File: config.mk
export PLATFORM = sky130hd
export DESIGN_NAME = tm16_timer
export DESIGN_NICKNAME = d
export VERILOG_FILES = /design/src/tm16_timer.v /design/src/tm16_edge_det.v
export VERILOG_INCLUDE_DIRS = /design/src
export SDC_FILE = /design/constraint.sdc
export NUM_CORES = 1
export LEC_CHECK = 0
export ABC_AREA = 1
export BUFFER_PORTS_ARGS = -buffer_cell sky130_fd_sc_hd__buf_2
export CORE_MARGIN = 5
export CORE_UTILIZATION = 46
export DETAILED_ROUTE_END_ITERATION = 8
export PLACE_DENSITY_LB_ADDON = 0.3
export SYNTH_ARGS = -nofsm -noshare
export SYNTH_HDL_FRONTEND = slang
export SYNTH_SLANG_ARGS = --single-unit
File: constraint.sdc
create_clock -name aclk -period 2.1 [get_ports aclk]
set_clock_uncertainty 0.05 [all_clocks]
set_input_delay 0.21 -clock aclk [delete_from_list [all_inputs] [get_ports aclk]]
set_output_delay 0.21 -clock aclk [all_outputs]
set_load 0.01 [all_outputs]
File: src/tm16_map.vh
// Purpose: Register map, field positions and reset values of the
//          16-bit capture/compare timer.
// Assumes: AXI4-Lite byte addresses, one 32-bit word per register.
// Notes:   Definitions only.
`ifndef TM16_MAP_VH
`define TM16_MAP_VH

// Register byte offsets
`define TM16_OFS_MODE     8'h00
`define TM16_OFS_PRESC    8'h04
`define TM16_OFS_CAPCTL   8'h08
`define TM16_OFS_COUNT    8'h0C
`define TM16_OFS_CAPA     8'h10
`define TM16_OFS_CAPB     8'h14
`define TM16_OFS_OSPT     8'h18
`define TM16_OFS_STATUS   8'h1C
`define TM16_OFS_MASK     8'h20

// mode_control_reg fields
`define TM16_MODE_LSB     2
`define TM16_OSP_EN_BIT   0
`define TM16_MODE_STOP    2'h0
`define TM16_MODE_FREE    2'h1
`define TM16_MODE_EDGECLR 2'h2
`define TM16_MODE_MATCH   2'h3

// prescaler_select_reg fields
`define TM16_CLKSEL_LSB   0
`define TM16_EDGE_A_LSB   4
`define TM16_EDGE_B_LSB   6
`define TM16_CLKSEL_EXT   2'h3

// Edge select codes
`define TM16_EDGE_FALL    2'h0
`define TM16_EDGE_RISE    2'h1
`define TM16_EDGE_NONE    2'h2
`define TM16_EDGE_BOTH    2'h3

// capture/compare control fields (1 = capture mode)
`define TM16_CAPA_BIT     0
`define TM16_CAPB_BIT     1

// Status and mask bits
`define TM16_ST_A         0
`define TM16_ST_B         1
`define TM16_ST_OVF       2

// Reset values
`define TM16_MODE_RST     8'h00
`define TM16_PRESC_RST    8'h00
`define TM16_CAPCTL_RST   2'h0
`define TM16_REG16_RST    16'h0000
`define TM16_STATUS_RST   3'h0
`define TM16_MASK_RST     3'h0

// AXI responses
`define TM16_RESP_OKAY    2'h0
`define TM16_RESP_SLVERR  2'h2

`endif

File: src/tm16_timer.v
// Purpose: 16-bit timer/event counter with two capture/compare registers,
//          two filtered edge inputs and an AXI4-Lite register slave.
// Assumes: Edge inputs are asynchronous pins; aclk is the main oscillator.
// Notes:   Count clock is a divided square wave derived from aclk, or the edges of edge_input_a.
//
// Overview of operation
// - A capture that meets a read of the same register still happens.
// - Reading the counter never loads capcmp_reg_b.
// - While stopped, both edge inputs are ignored.
// - One-shot output works only in free-running and edge-clear modes.
// - With edge_input_a as count clock, it triggers no capture.
// - The capture register loads on the falling edge of the count clock.
// - The capture interrupt rises on the next count clock rising edge.
// - A register in compare mode does not capture.
// - A high input after reset gives a rising edge at first enable.
// - A high input at re-enable after a stop gives no rising edge.
// - edge_input_a is filtered by aclk as count clock, else by prescaler.
// - A capture starts only after two equal samples of the valid edge.
// - Bits 5:4 of prescaler_select_reg choose the edge of edge_input_a.
// - Mode bits 00 stop the counter; any other value runs it.
`timescale 1ns/1ps
`include "tm16_map.vh"

module tm16_timer
(
	// Clock and reset
	input  wire        aclk,
	input  wire        aresetn,
	// AXI4-Lite write address
	input  wire [7:0]  s_axi_awaddr,
	input  wire        s_axi_awvalid,
	output reg         s_axi_awready,
	// AXI4-Lite write data
	input  wire [31:0] s_axi_wdata,
	input  wire [3:0]  s_axi_wstrb,
	input  wire        s_axi_wvalid,
	output reg         s_axi_wready,
	// AXI4-Lite write response
	output reg  [1:0]  s_axi_bresp,
	output reg         s_axi_bvalid,
	input  wire        s_axi_bready,
	// AXI4-Lite read
	input  wire [7:0]  s_axi_araddr,
	input  wire        s_axi_arvalid,
	output reg         s_axi_arready,
	output reg  [31:0] s_axi_rdata,
	output reg  [1:0]  s_axi_rresp,
	output reg         s_axi_rvalid,
	input  wire        s_axi_rready,
	// Edge input pins
	input  wire        edge_input_a,
	input  wire        edge_input_b,
	// Outputs
	output reg         one_shot_out,
	output reg         irq
);

	// Registers
	reg [7:0]  mode_control_reg;
	reg [7:0]  prescaler_select_reg;
	reg [1:0]  capcmp_ctrl;
	reg [15:0] count_reg16;
	reg [15:0] capcmp_reg_a;
	reg [15:0] capcmp_reg_b;
	reg [2:0]  status;
	reg [2:0]  mask;

	// Pin synchronisers
	reg [1:0] sync_a;
	reg [1:0] sync_b;

	// Prescaler
	reg [4:0] presc_cnt;
	reg       presc_phase;
	reg       presc_rise;
	reg       presc_fall;
	reg       ext_fall;

	// Pending events
	reg cap_pend_a;
	reg cap_pend_b;
	reg irq_pend_a;
	reg irq_pend_b;
	reg clr_pend;
	reg osp_armed;

	// AXI state
	reg [7:0]  aw_addr;
	reg        aw_have;
	reg [31:0] w_data;
	reg [3:0]  w_strb;
	reg        w_have;

	wire [1:0] mode;
	wire [1:0] clk_sel;
	wire       running;
	wire       ext_clk;
	wire       osp_mode;
	wire       edge_a_evt;
	wire       edge_b_evt;
	wire       rise_p;
	wire       fall_p;
	wire [4:0] half_period;
	wire       wr_go;
	wire       wr_ok;
	wire       rd_go;
	wire       cap_a_now;
	wire       cap_b_now;
	wire       match_a;
	wire       match_b;
	wire       ospt_wr;
	wire [2:0] set_vec;

	assign mode     = mode_control_reg[`TM16_MODE_LSB +: 2];
	assign clk_sel  = prescaler_select_reg[`TM16_CLKSEL_LSB +: 2];
	assign running  = (mode != `TM16_MODE_STOP);
	assign ext_clk  = (clk_sel == `TM16_CLKSEL_EXT);
	assign osp_mode = (mode == `TM16_MODE_FREE) |
		(mode == `TM16_MODE_EDGECLR);
	assign half_period = (clk_sel == 2'h0) ? 5'h01 :
		(clk_sel == 2'h1) ? 5'h04 : 5'h10;
	assign rise_p = ext_clk ? edge_a_evt : presc_rise;
	assign fall_p = ext_clk ? ext_fall : presc_fall;

	// Edge detectors; stopping the counter gates both
	tm16_edge_det u_edge_a
	(
		.clk        (aclk),
		.rstn       (aresetn),
		.level_in   (sync_a[1]),
		.sample     (ext_clk | presc_rise),
		.enable     (running),
		.edge_sel   (prescaler_select_reg[`TM16_EDGE_A_LSB +: 2]),
		.edge_pulse (edge_a_evt)
	);

	tm16_edge_det u_edge_b
	(
		.clk        (aclk),
		.rstn       (aresetn),
		.level_in   (sync_b[1]),
		.sample     (presc_rise),
		.enable     (running),
		.edge_sel   (prescaler_select_reg[`TM16_EDGE_B_LSB +: 2]),
		.edge_pulse (edge_b_evt)
	);

	always @(posedge aclk)
	begin
		if (!aresetn)
		begin
			sync_a <= 2'h0;
			sync_b <= 2'h0;
		end
		else
		begin
			sync_a <= {sync_a[0], edge_input_a};
			sync_b <= {sync_b[0], edge_input_b};
		end
	end

	// Prescaler square wave; free-running so sampling never stalls
	always @(posedge aclk)
	begin
		if (!aresetn)
		begin
			presc_cnt   <= 5'h00;
			presc_phase <= 1'b0;
			presc_rise  <= 1'b0;
			presc_fall  <= 1'b0;
			ext_fall    <= 1'b0;
		end
		else
		begin
			presc_rise <= 1'b0;
			presc_fall <= 1'b0;
			ext_fall   <= ext_clk & edge_a_evt;
			if (presc_cnt >= half_period - 5'h01)
			begin
				presc_cnt   <= 5'h00;
				presc_phase <= ~presc_phase;
				presc_rise  <= ~presc_phase;
				presc_fall  <= presc_phase;
			end
			else
				presc_cnt <= presc_cnt + 5'h01;
		end
	end

	// AXI handshake decode
	assign wr_go = aw_have & w_have & ~s_axi_bvalid;
	assign wr_ok = (aw_addr <= `TM16_OFS_MASK) & (aw_addr[1:0] == 2'h0)
		& (aw_addr != `TM16_OFS_COUNT) & (aw_addr != `TM16_OFS_STATUS);
	assign rd_go = s_axi_arvalid & s_axi_arready;
	assign ospt_wr = wr_go & (aw_addr == `TM16_OFS_OSPT)
		& w_strb[0] & w_data[0];

	// Capture occurs on the count clock falling edge
	assign cap_a_now = fall_p & cap_pend_a;
	assign cap_b_now = fall_p & cap_pend_b;
	assign match_a = rise_p & running & ~capcmp_ctrl[`TM16_CAPA_BIT]
		& (count_reg16 == capcmp_reg_a);
	assign match_b = rise_p & running & ~capcmp_ctrl[`TM16_CAPB_BIT]
		& (count_reg16 == capcmp_reg_b);

	// Status set sources; capture interrupts wait for the next rise
	assign set_vec[`TM16_ST_A] = match_a | (rise_p & irq_pend_a);
	assign set_vec[`TM16_ST_B] = match_b | (rise_p & irq_pend_b);
	assign set_vec[`TM16_ST_OVF] = rise_p & running & ~clr_pend
		& (count_reg16 == 16'hFFFF);

	// Counter, captures and one-shot output
	always @(posedge aclk)
	begin
		if (!aresetn)
		begin
			count_reg16  <= `TM16_REG16_RST;
			capcmp_reg_a <= `TM16_REG16_RST;
			capcmp_reg_b <= `TM16_REG16_RST;
			cap_pend_a   <= 1'b0;
			cap_pend_b   <= 1'b0;
			irq_pend_a   <= 1'b0;
			irq_pend_b   <= 1'b0;
			clr_pend     <= 1'b0;
			osp_armed    <= 1'b0;
			one_shot_out <= 1'b0;
		end
		else
		begin
			// Capture triggers; compare-mode registers ignore them
			if (cap_a_now)
				cap_pend_a <= 1'b0;
			if (edge_b_evt & capcmp_ctrl[`TM16_CAPA_BIT])
				cap_pend_a <= 1'b1;
			if (cap_b_now)
				cap_pend_b <= 1'b0;
			if (edge_a_evt & ~ext_clk
				& capcmp_ctrl[`TM16_CAPB_BIT])
				cap_pend_b <= 1'b1;
			// Capture outranks any bus access to the same register
			if (cap_a_now)
				capcmp_reg_a <= count_reg16;
			else if (wr_go & (aw_addr == `TM16_OFS_CAPA))
				capcmp_reg_a <= w_data[15:0];
			if (cap_b_now)
				capcmp_reg_b <= count_reg16;
			else if (wr_go & (aw_addr == `TM16_OFS_CAPB))
				capcmp_reg_b <= w_data[15:0];
			if (cap_a_now)
				irq_pend_a <= 1'b1;
			else if (rise_p)
				irq_pend_a <= 1'b0;
			if (cap_b_now)
				irq_pend_b <= 1'b1;
			else if (rise_p)
				irq_pend_b <= 1'b0;
			// Clear-and-start requests apply at the next count rise
			if ((edge_a_evt & (mode == `TM16_MODE_EDGECLR))
				| (ospt_wr & osp_mode & running))
				clr_pend <= 1'b1;
			else if (rise_p)
				clr_pend <= 1'b0;
			if (!running)
				count_reg16 <= `TM16_REG16_RST;
			else if (rise_p)
			begin
				if (clr_pend)
					count_reg16 <= `TM16_REG16_RST;
				else if ((mode == `TM16_MODE_MATCH)
					& (count_reg16 == capcmp_reg_a))
					count_reg16 <= `TM16_REG16_RST;
				else
					count_reg16 <= count_reg16 + 16'h0001;
			end
			// One-shot: active at match b, inactive at match a
			if (!osp_mode | !mode_control_reg[`TM16_OSP_EN_BIT])
			begin
				osp_armed    <= 1'b0;
				one_shot_out <= 1'b0;
			end
			else if (rise_p & clr_pend)
				osp_armed <= 1'b1;
			else if (osp_armed & match_b)
				one_shot_out <= 1'b1;
			else if (osp_armed & one_shot_out & match_a)
			begin
				one_shot_out <= 1'b0;
				osp_armed    <= 1'b0;
			end
		end
	end

	// AXI4-Lite slave and control registers
	always @(posedge aclk)
	begin
		if (!aresetn)
		begin
			s_axi_awready        <= 1'b0;
			s_axi_wready         <= 1'b0;
			s_axi_bvalid         <= 1'b0;
			s_axi_bresp          <= `TM16_RESP_OKAY;
			s_axi_arready        <= 1'b0;
			s_axi_rvalid         <= 1'b0;
			s_axi_rresp          <= `TM16_RESP_OKAY;
			s_axi_rdata          <= 32'h00000000;
			aw_addr              <= 8'h00;
			aw_have              <= 1'b0;
			w_data               <= 32'h00000000;
			w_strb               <= 4'h0;
			w_have               <= 1'b0;
			mode_control_reg     <= `TM16_MODE_RST;
			prescaler_select_reg <= `TM16_PRESC_RST;
			capcmp_ctrl          <= `TM16_CAPCTL_RST;
			status               <= `TM16_STATUS_RST;
			mask                 <= `TM16_MASK_RST;
			irq                  <= 1'b0;
		end
		else
		begin
			s_axi_awready <= ~aw_have & ~s_axi_awready & s_axi_awvalid;
			if (s_axi_awvalid & s_axi_awready)
			begin
				aw_addr <= s_axi_awaddr;
				aw_have <= 1'b1;
			end
			s_axi_wready <= ~w_have & ~s_axi_wready & s_axi_wvalid;
			if (s_axi_wvalid & s_axi_wready)
			begin
				w_data <= s_axi_wdata;
				w_strb <= s_axi_wstrb;
				w_have <= 1'b1;
			end
			if (wr_go)
			begin
				aw_have      <= 1'b0;
				w_have       <= 1'b0;
				s_axi_bvalid <= 1'b1;
				s_axi_bresp  <= (wr_ok | (aw_addr == `TM16_OFS_STATUS))
					? `TM16_RESP_OKAY : `TM16_RESP_SLVERR;
				if (w_strb[0])
				begin
					case (aw_addr)
					`TM16_OFS_MODE:   mode_control_reg <= w_data[7:0];
					`TM16_OFS_PRESC:  prescaler_select_reg <= w_data[7:0];
					`TM16_OFS_CAPCTL: capcmp_ctrl <= w_data[1:0];
					`TM16_OFS_MASK:   mask <= w_data[2:0];
					default:          ;
					endcase
				end
			end
			else if (s_axi_bvalid & s_axi_bready)
				s_axi_bvalid <= 1'b0;

			// Reads take one cycle; status clears on read, sets win
			s_axi_arready <= ~s_axi_arready & ~s_axi_rvalid & s_axi_arvalid;
			status <= status | set_vec;
			if (rd_go)
			begin
				s_axi_rvalid <= 1'b1;
				s_axi_rresp  <= `TM16_RESP_OKAY;
				s_axi_rdata  <= 32'h00000000;
				case (s_axi_araddr)
				`TM16_OFS_MODE:   s_axi_rdata[7:0] <= mode_control_reg;
				`TM16_OFS_PRESC:  s_axi_rdata[7:0] <= prescaler_select_reg;
				`TM16_OFS_CAPCTL: s_axi_rdata[1:0] <= capcmp_ctrl;
				// Plain snapshot; no side effect on capcmp_reg_b
				`TM16_OFS_COUNT:  s_axi_rdata[15:0] <= count_reg16;
				`TM16_OFS_CAPA:   s_axi_rdata[15:0] <= capcmp_reg_a;
				`TM16_OFS_CAPB:   s_axi_rdata[15:0] <= capcmp_reg_b;
				`TM16_OFS_OSPT:   s_axi_rdata <= 32'h00000000;
				`TM16_OFS_STATUS:
				begin
					s_axi_rdata[2:0] <= status;
					status <= set_vec;
				end
				`TM16_OFS_MASK:   s_axi_rdata[2:0] <= mask;
				default:          s_axi_rresp <= `TM16_RESP_SLVERR;
				endcase
			end
			else if (s_axi_rvalid & s_axi_rready)
				s_axi_rvalid <= 1'b0;

			irq <= |(status & mask);
		end
	end

endmodule

File: src/tm16_edge_det.v
// Purpose: Noise filter and valid-edge detector for one edge input.
// Assumes: level_in is already synchronised to clk.
// Notes:   Holds no edge history before the first enable.
`timescale 1ns/1ps
`include "tm16_map.vh"

module tm16_edge_det
(
	// Clock and reset
	input  wire       clk,
	input  wire       rstn,
	// Sampling
	input  wire       level_in,
	input  wire       sample,
	// Control
	input  wire       enable,
	input  wire [1:0] edge_sel,
	// Result
	output reg        edge_pulse
);

	reg last_sample;
	reg filt;
	reg prev;
	reg was_enabled;

	wire is_rise;
	wire is_fall;
	assign is_rise = filt & ~prev;
	assign is_fall = ~filt & prev;

	always @(posedge clk)
	begin
		if (!rstn)
		begin
			last_sample <= 1'b0;
			filt        <= 1'b0;
			prev        <= 1'b0;
			was_enabled <= 1'b0;
			edge_pulse  <= 1'b0;
		end
		else
		begin
			edge_pulse <= 1'b0;
			if (sample)
			begin
				last_sample <= level_in;
				// Two equal samples needed, so a short glitch never lands
				if (last_sample == level_in)
					filt <= level_in;
			end
			if (enable)
			begin
				was_enabled <= 1'b1;
				prev        <= filt;
				case (edge_sel)
				`TM16_EDGE_FALL: edge_pulse <= is_fall;
				`TM16_EDGE_RISE: edge_pulse <= is_rise;
				`TM16_EDGE_BOTH: edge_pulse <= is_rise | is_fall;
				default:         edge_pulse <= 1'b0;
				endcase
			end
			else if (was_enabled)
				// Track the pin while stopped so a high level is no edge
				prev <= filt;
		end
	end

endmodule

==> results list <==
* Outcome: finished, violations left
- The checks that failed: hold timing.
* GR met1 Demand/Resource: 0.2981
* # resized after CTS: 0
* Number of buffers created by CTS: 17
- Leftover overflow at the end of global routing: 0
- After clock tree synthesis, the setup repair step added 0 buffers.
* I/O pin count: 104
- Setup TNS: 0 ns
* Max-cap violations: 0
* Nature of the critical path endpoint: flip-flop
- Root buffer cell: sky130_fd_sc_hd__clkbuf_16
* Die extent in x: 140.1 µm
- Number of cells produced by synthesis: 1,132
* Overall die height: 140.1 µm
- Routability Congestion: 0.9566
- The tightest min-delay check is of the input pin to flip-flop type.
* Unrepaired setup endpoints after global routing: false
* Fraction of final layout cells with drive strength greater than 1: 0.1459
* Pin count of the biggest net entering global routing: 98
- At the worst endpoint, the required time is 2.37 ns.
- Cells on worst reg2reg path: 11
- After detailed routing, the number of remaining DRC violations is 0.
- After detailed routing, the average wire length per cell comes to 15.47 µm.
- Detailed-route wire length: 22,280 µm
* Num rows: 47
* Flops & latches, synth: 152
- Drt first pass iters: 5
* GR Util met2: 0.3722
- Antenna cells: 0
- Top post-synthesis cells by area: sky130_fd_sc_hd__dfxtp_1, sky130_fd_sc_hd__nand2_1, sky130_fd_sc_hd__o21ai_0
- DP Area: 0.008249 mm²
- The wire-length estimate of the detail-placed layout is 16,070 µm.
* Arrival time worst endpoint: 2.11 ns
- Yosys mapped a number of flops with a built-in enable equal to 0.
* Cell area after technology mapping: 0.007781 mm²
* Detailed Route Iter0 Violations: 625
- Hold Crit Depth: 3
- Sequential cell area fraction in the yosys report: 0.3911
- During synthesis, Yosys emitted a total of 0 warnings.
* LEAKAGE: 3.732 nW
- The most used flip-flop cell after synthesis is sky130_fd_sc_hd__dfxtp_1.
- The total area inside the core boundary comes to 0.01658 mm².
- Rel. slew slack: 0.6171
- GRT busiest layer: met2
* Buffers added on ports: 66
- Setup violations remaining at the end of the flow were counted as 0.
- The worst-case IR drop observed on VDD is 0.5947 mV.
- Dividing the synthesized area by the synthesized cell count gives 6.874 µm².
- After clock tree synthesis, the clock-pin slew on the worst setup and hold paths is 0.07 ns.
- Counting along the longest clock path gives a buffer depth of 2.
- Buffers inserted to repair hold after CTS numbered 16.
* Fraction of synthesis flops using an asynchronous set or reset pin: 0
- Starting Density: 0.4692
* Start-to-end type of the worst setup path: flip-flop to flip-flop
- PwrDens: 723.7 mW/mm²
- The multi-input combinational cells in the finished layout cover a total of 0.003961 mm².
- For the pin with the worst max-slew slack, the measured transition is 0.5737 ns.
- Area of all placed cells without fillers: 0.008992 mm²
- Via count of the routed design: 7,531
- Area of the die: 0.01962 mm²
* Fraction of the cycle the final worst path needs: 0.8744
- Number of failing hold endpoints at the final stage: 1
- Number of distinct library cells after synthesis: 38
- Number of pins with negative max-slew slack in the final report: 0
- Via count of the first global-routing pass: 6,994
- The library cells used most frequently in the layout, excluding fill and tap cells, are sky130_fd_sc_hd__nand2_1, sky130_fd_sc_hd__dfxtp_1, sky130_fd_sc_hd__nor2_1.
- Number of antenna violations at the first check in global routing: 0
- Total Power: 6.507 mW
- After detailed routing, the number of vias per cell comes to 5.230.
- Final-layout fill cell count: 1,630
* Area share of the largest cell type after synthesis: 0.3911
- For this run, the post-layout net count is 1,284.
- In this run the remaining antenna-violating nets after routing total 0.
- The synthesized design spends more area on one cell type than any other, namely sky130_fd_sc_hd__dfxtp_1.
- Along the worst path, the maximum fanout reaches 9.
- Counting I/O delays and the setup requirement, the final critical path takes 1.836 ns.
- Fin Hold WS: -0.006991 ns
* TritonCTS sink count: 152
* Later-pin clock latency in the skew report: 0.43 ns
- Summing all flip-flop and latch instances after layout gives 0.003043 mm².
* Wire length of the first global-routing pass: 35,930 µm
- Timing would allow up to 0.5446 GHz.
* Most frequent standard cell in the layout excluding fill and tap cells: sky130_fd_sc_hd__nand2_1
* Area growth from synthesis to layout: 15.57%
- TritonCTS built the clock tree.
- CP startpoint kind: flip-flop
* Routing usage on met3: 0.04567
- Number of H-tree levels: 4
- Global-route usage over all layers: 0.2268
==> synth_stat cells (17+ instances only) <==
cell,count
sky130_fd_sc_hd__dfxtp_1,152
sky130_fd_sc_hd__o21ai_0,118
sky130_fd_sc_hd__buf_4,25
sky130_fd_sc_hd__nor2_2,19
sky130_fd_sc_hd__nor3_1,20
sky130_fd_sc_hd__inv_1,105
sky130_fd_sc_hd__nand3_1,41
sky130_fd_sc_hd__nor2_1,122
sky130_fd_sc_hd__inv_2,23
sky130_fd_sc_hd__nand2_1,233
sky130_fd_sc_hd__a21oi_1,109
sky130_fd_sc_hd__nand4_1,17
sky130_fd_sc_hd__clkbuf_1,20
sky130_fd_sc_hd__o21ai_1,35
==> routing by layer <==
| layer | up-vias | wire length [µm] |
|---|---|---|
| met1 | 3459 | 10150 |
| met4 | 0 | 641 |
| met3 | 46 | 1346 |
| met5 | - | 0 |
| li1 | 3793 | - |
| met2 | 233 | 10140 |
==> cell families after synthesis <==
kind of cell	synth area share
and+or+nand+nor	0.2716
AOI/OAI and AO/OA	0.1856
buffers and inverters	0.1081
DFF	0.3911
xor gates and xnor gates	0.02026
adders and majority gates	0.02251
other	0.0009651
==> worst max-delay path, stage by stage (launching register included) <==
cell and delay [ns]:
sky130_fd_sc_hd__dfxtp_1 0.45, sky130_fd_sc_hd__inv_1 0.14, sky130_fd_sc_hd__nand2_1 0.08, sky130_fd_sc_hd__nand2_1 0.06, sky130_fd_sc_hd__nor2_1 0.14, sky130_fd_sc_hd__nand2_1 0.09, sky130_fd_sc_hd__nor2_2 0.20, sky130_fd_sc_hd__nand3_4 0.16
sky130_fd_sc_hd__nand2_4 0.13, sky130_fd_sc_hd__nand2_4 0.07, sky130_fd_sc_hd__nand2_8 0.12, sky130_fd_sc_hd__nor2_2 0.05
==> worst paths after layout <==
| path | start | endpoint | slack (ns) |
|---|---|---|---|
| worst max-delay path | count_reg16[1] | count_reg16[11] | 0.26 |
| worst min-delay path | s_axi_wdata[9] | w_data[9] | -0.007 |
| worst max register to register | count_reg16[1] | count_reg16[11] | 0.26 |
| worst min register to register | sync_b[0] | sync_b[1] | 0.36 |
==> metrics by stage <==
step	setup WS, ns	utilization	cells
4_1_cts	0.2875	0.5423	1440
6_report	0.2637	0.5423	1440
5_1_grt	0.08610	0.5423	1440
3_5_place_dp	0.3025	0.4974	1394
3_3_place_gp	0.3423	0.4974	1394
2_1_floorplan	0.6402	-	1149
==> where the power goes <==
part           internal, mW  switching (mW)
logic                 0.149           0.253
clock network          1.86            1.26
registers              2.93          0.0477
==> cell type report <==
type,count,area share
Multi-Input combinational cell,808,0.4405
Sequential cell,152,0.3384
Timing Repair Buffer,101,0.07180
Inverter,129,0.05385
Clock buffer,19,0.04814
Tap cell,220,0.03061
Clock inverter,11,0.01670
(Power assumes the default switching activity.)
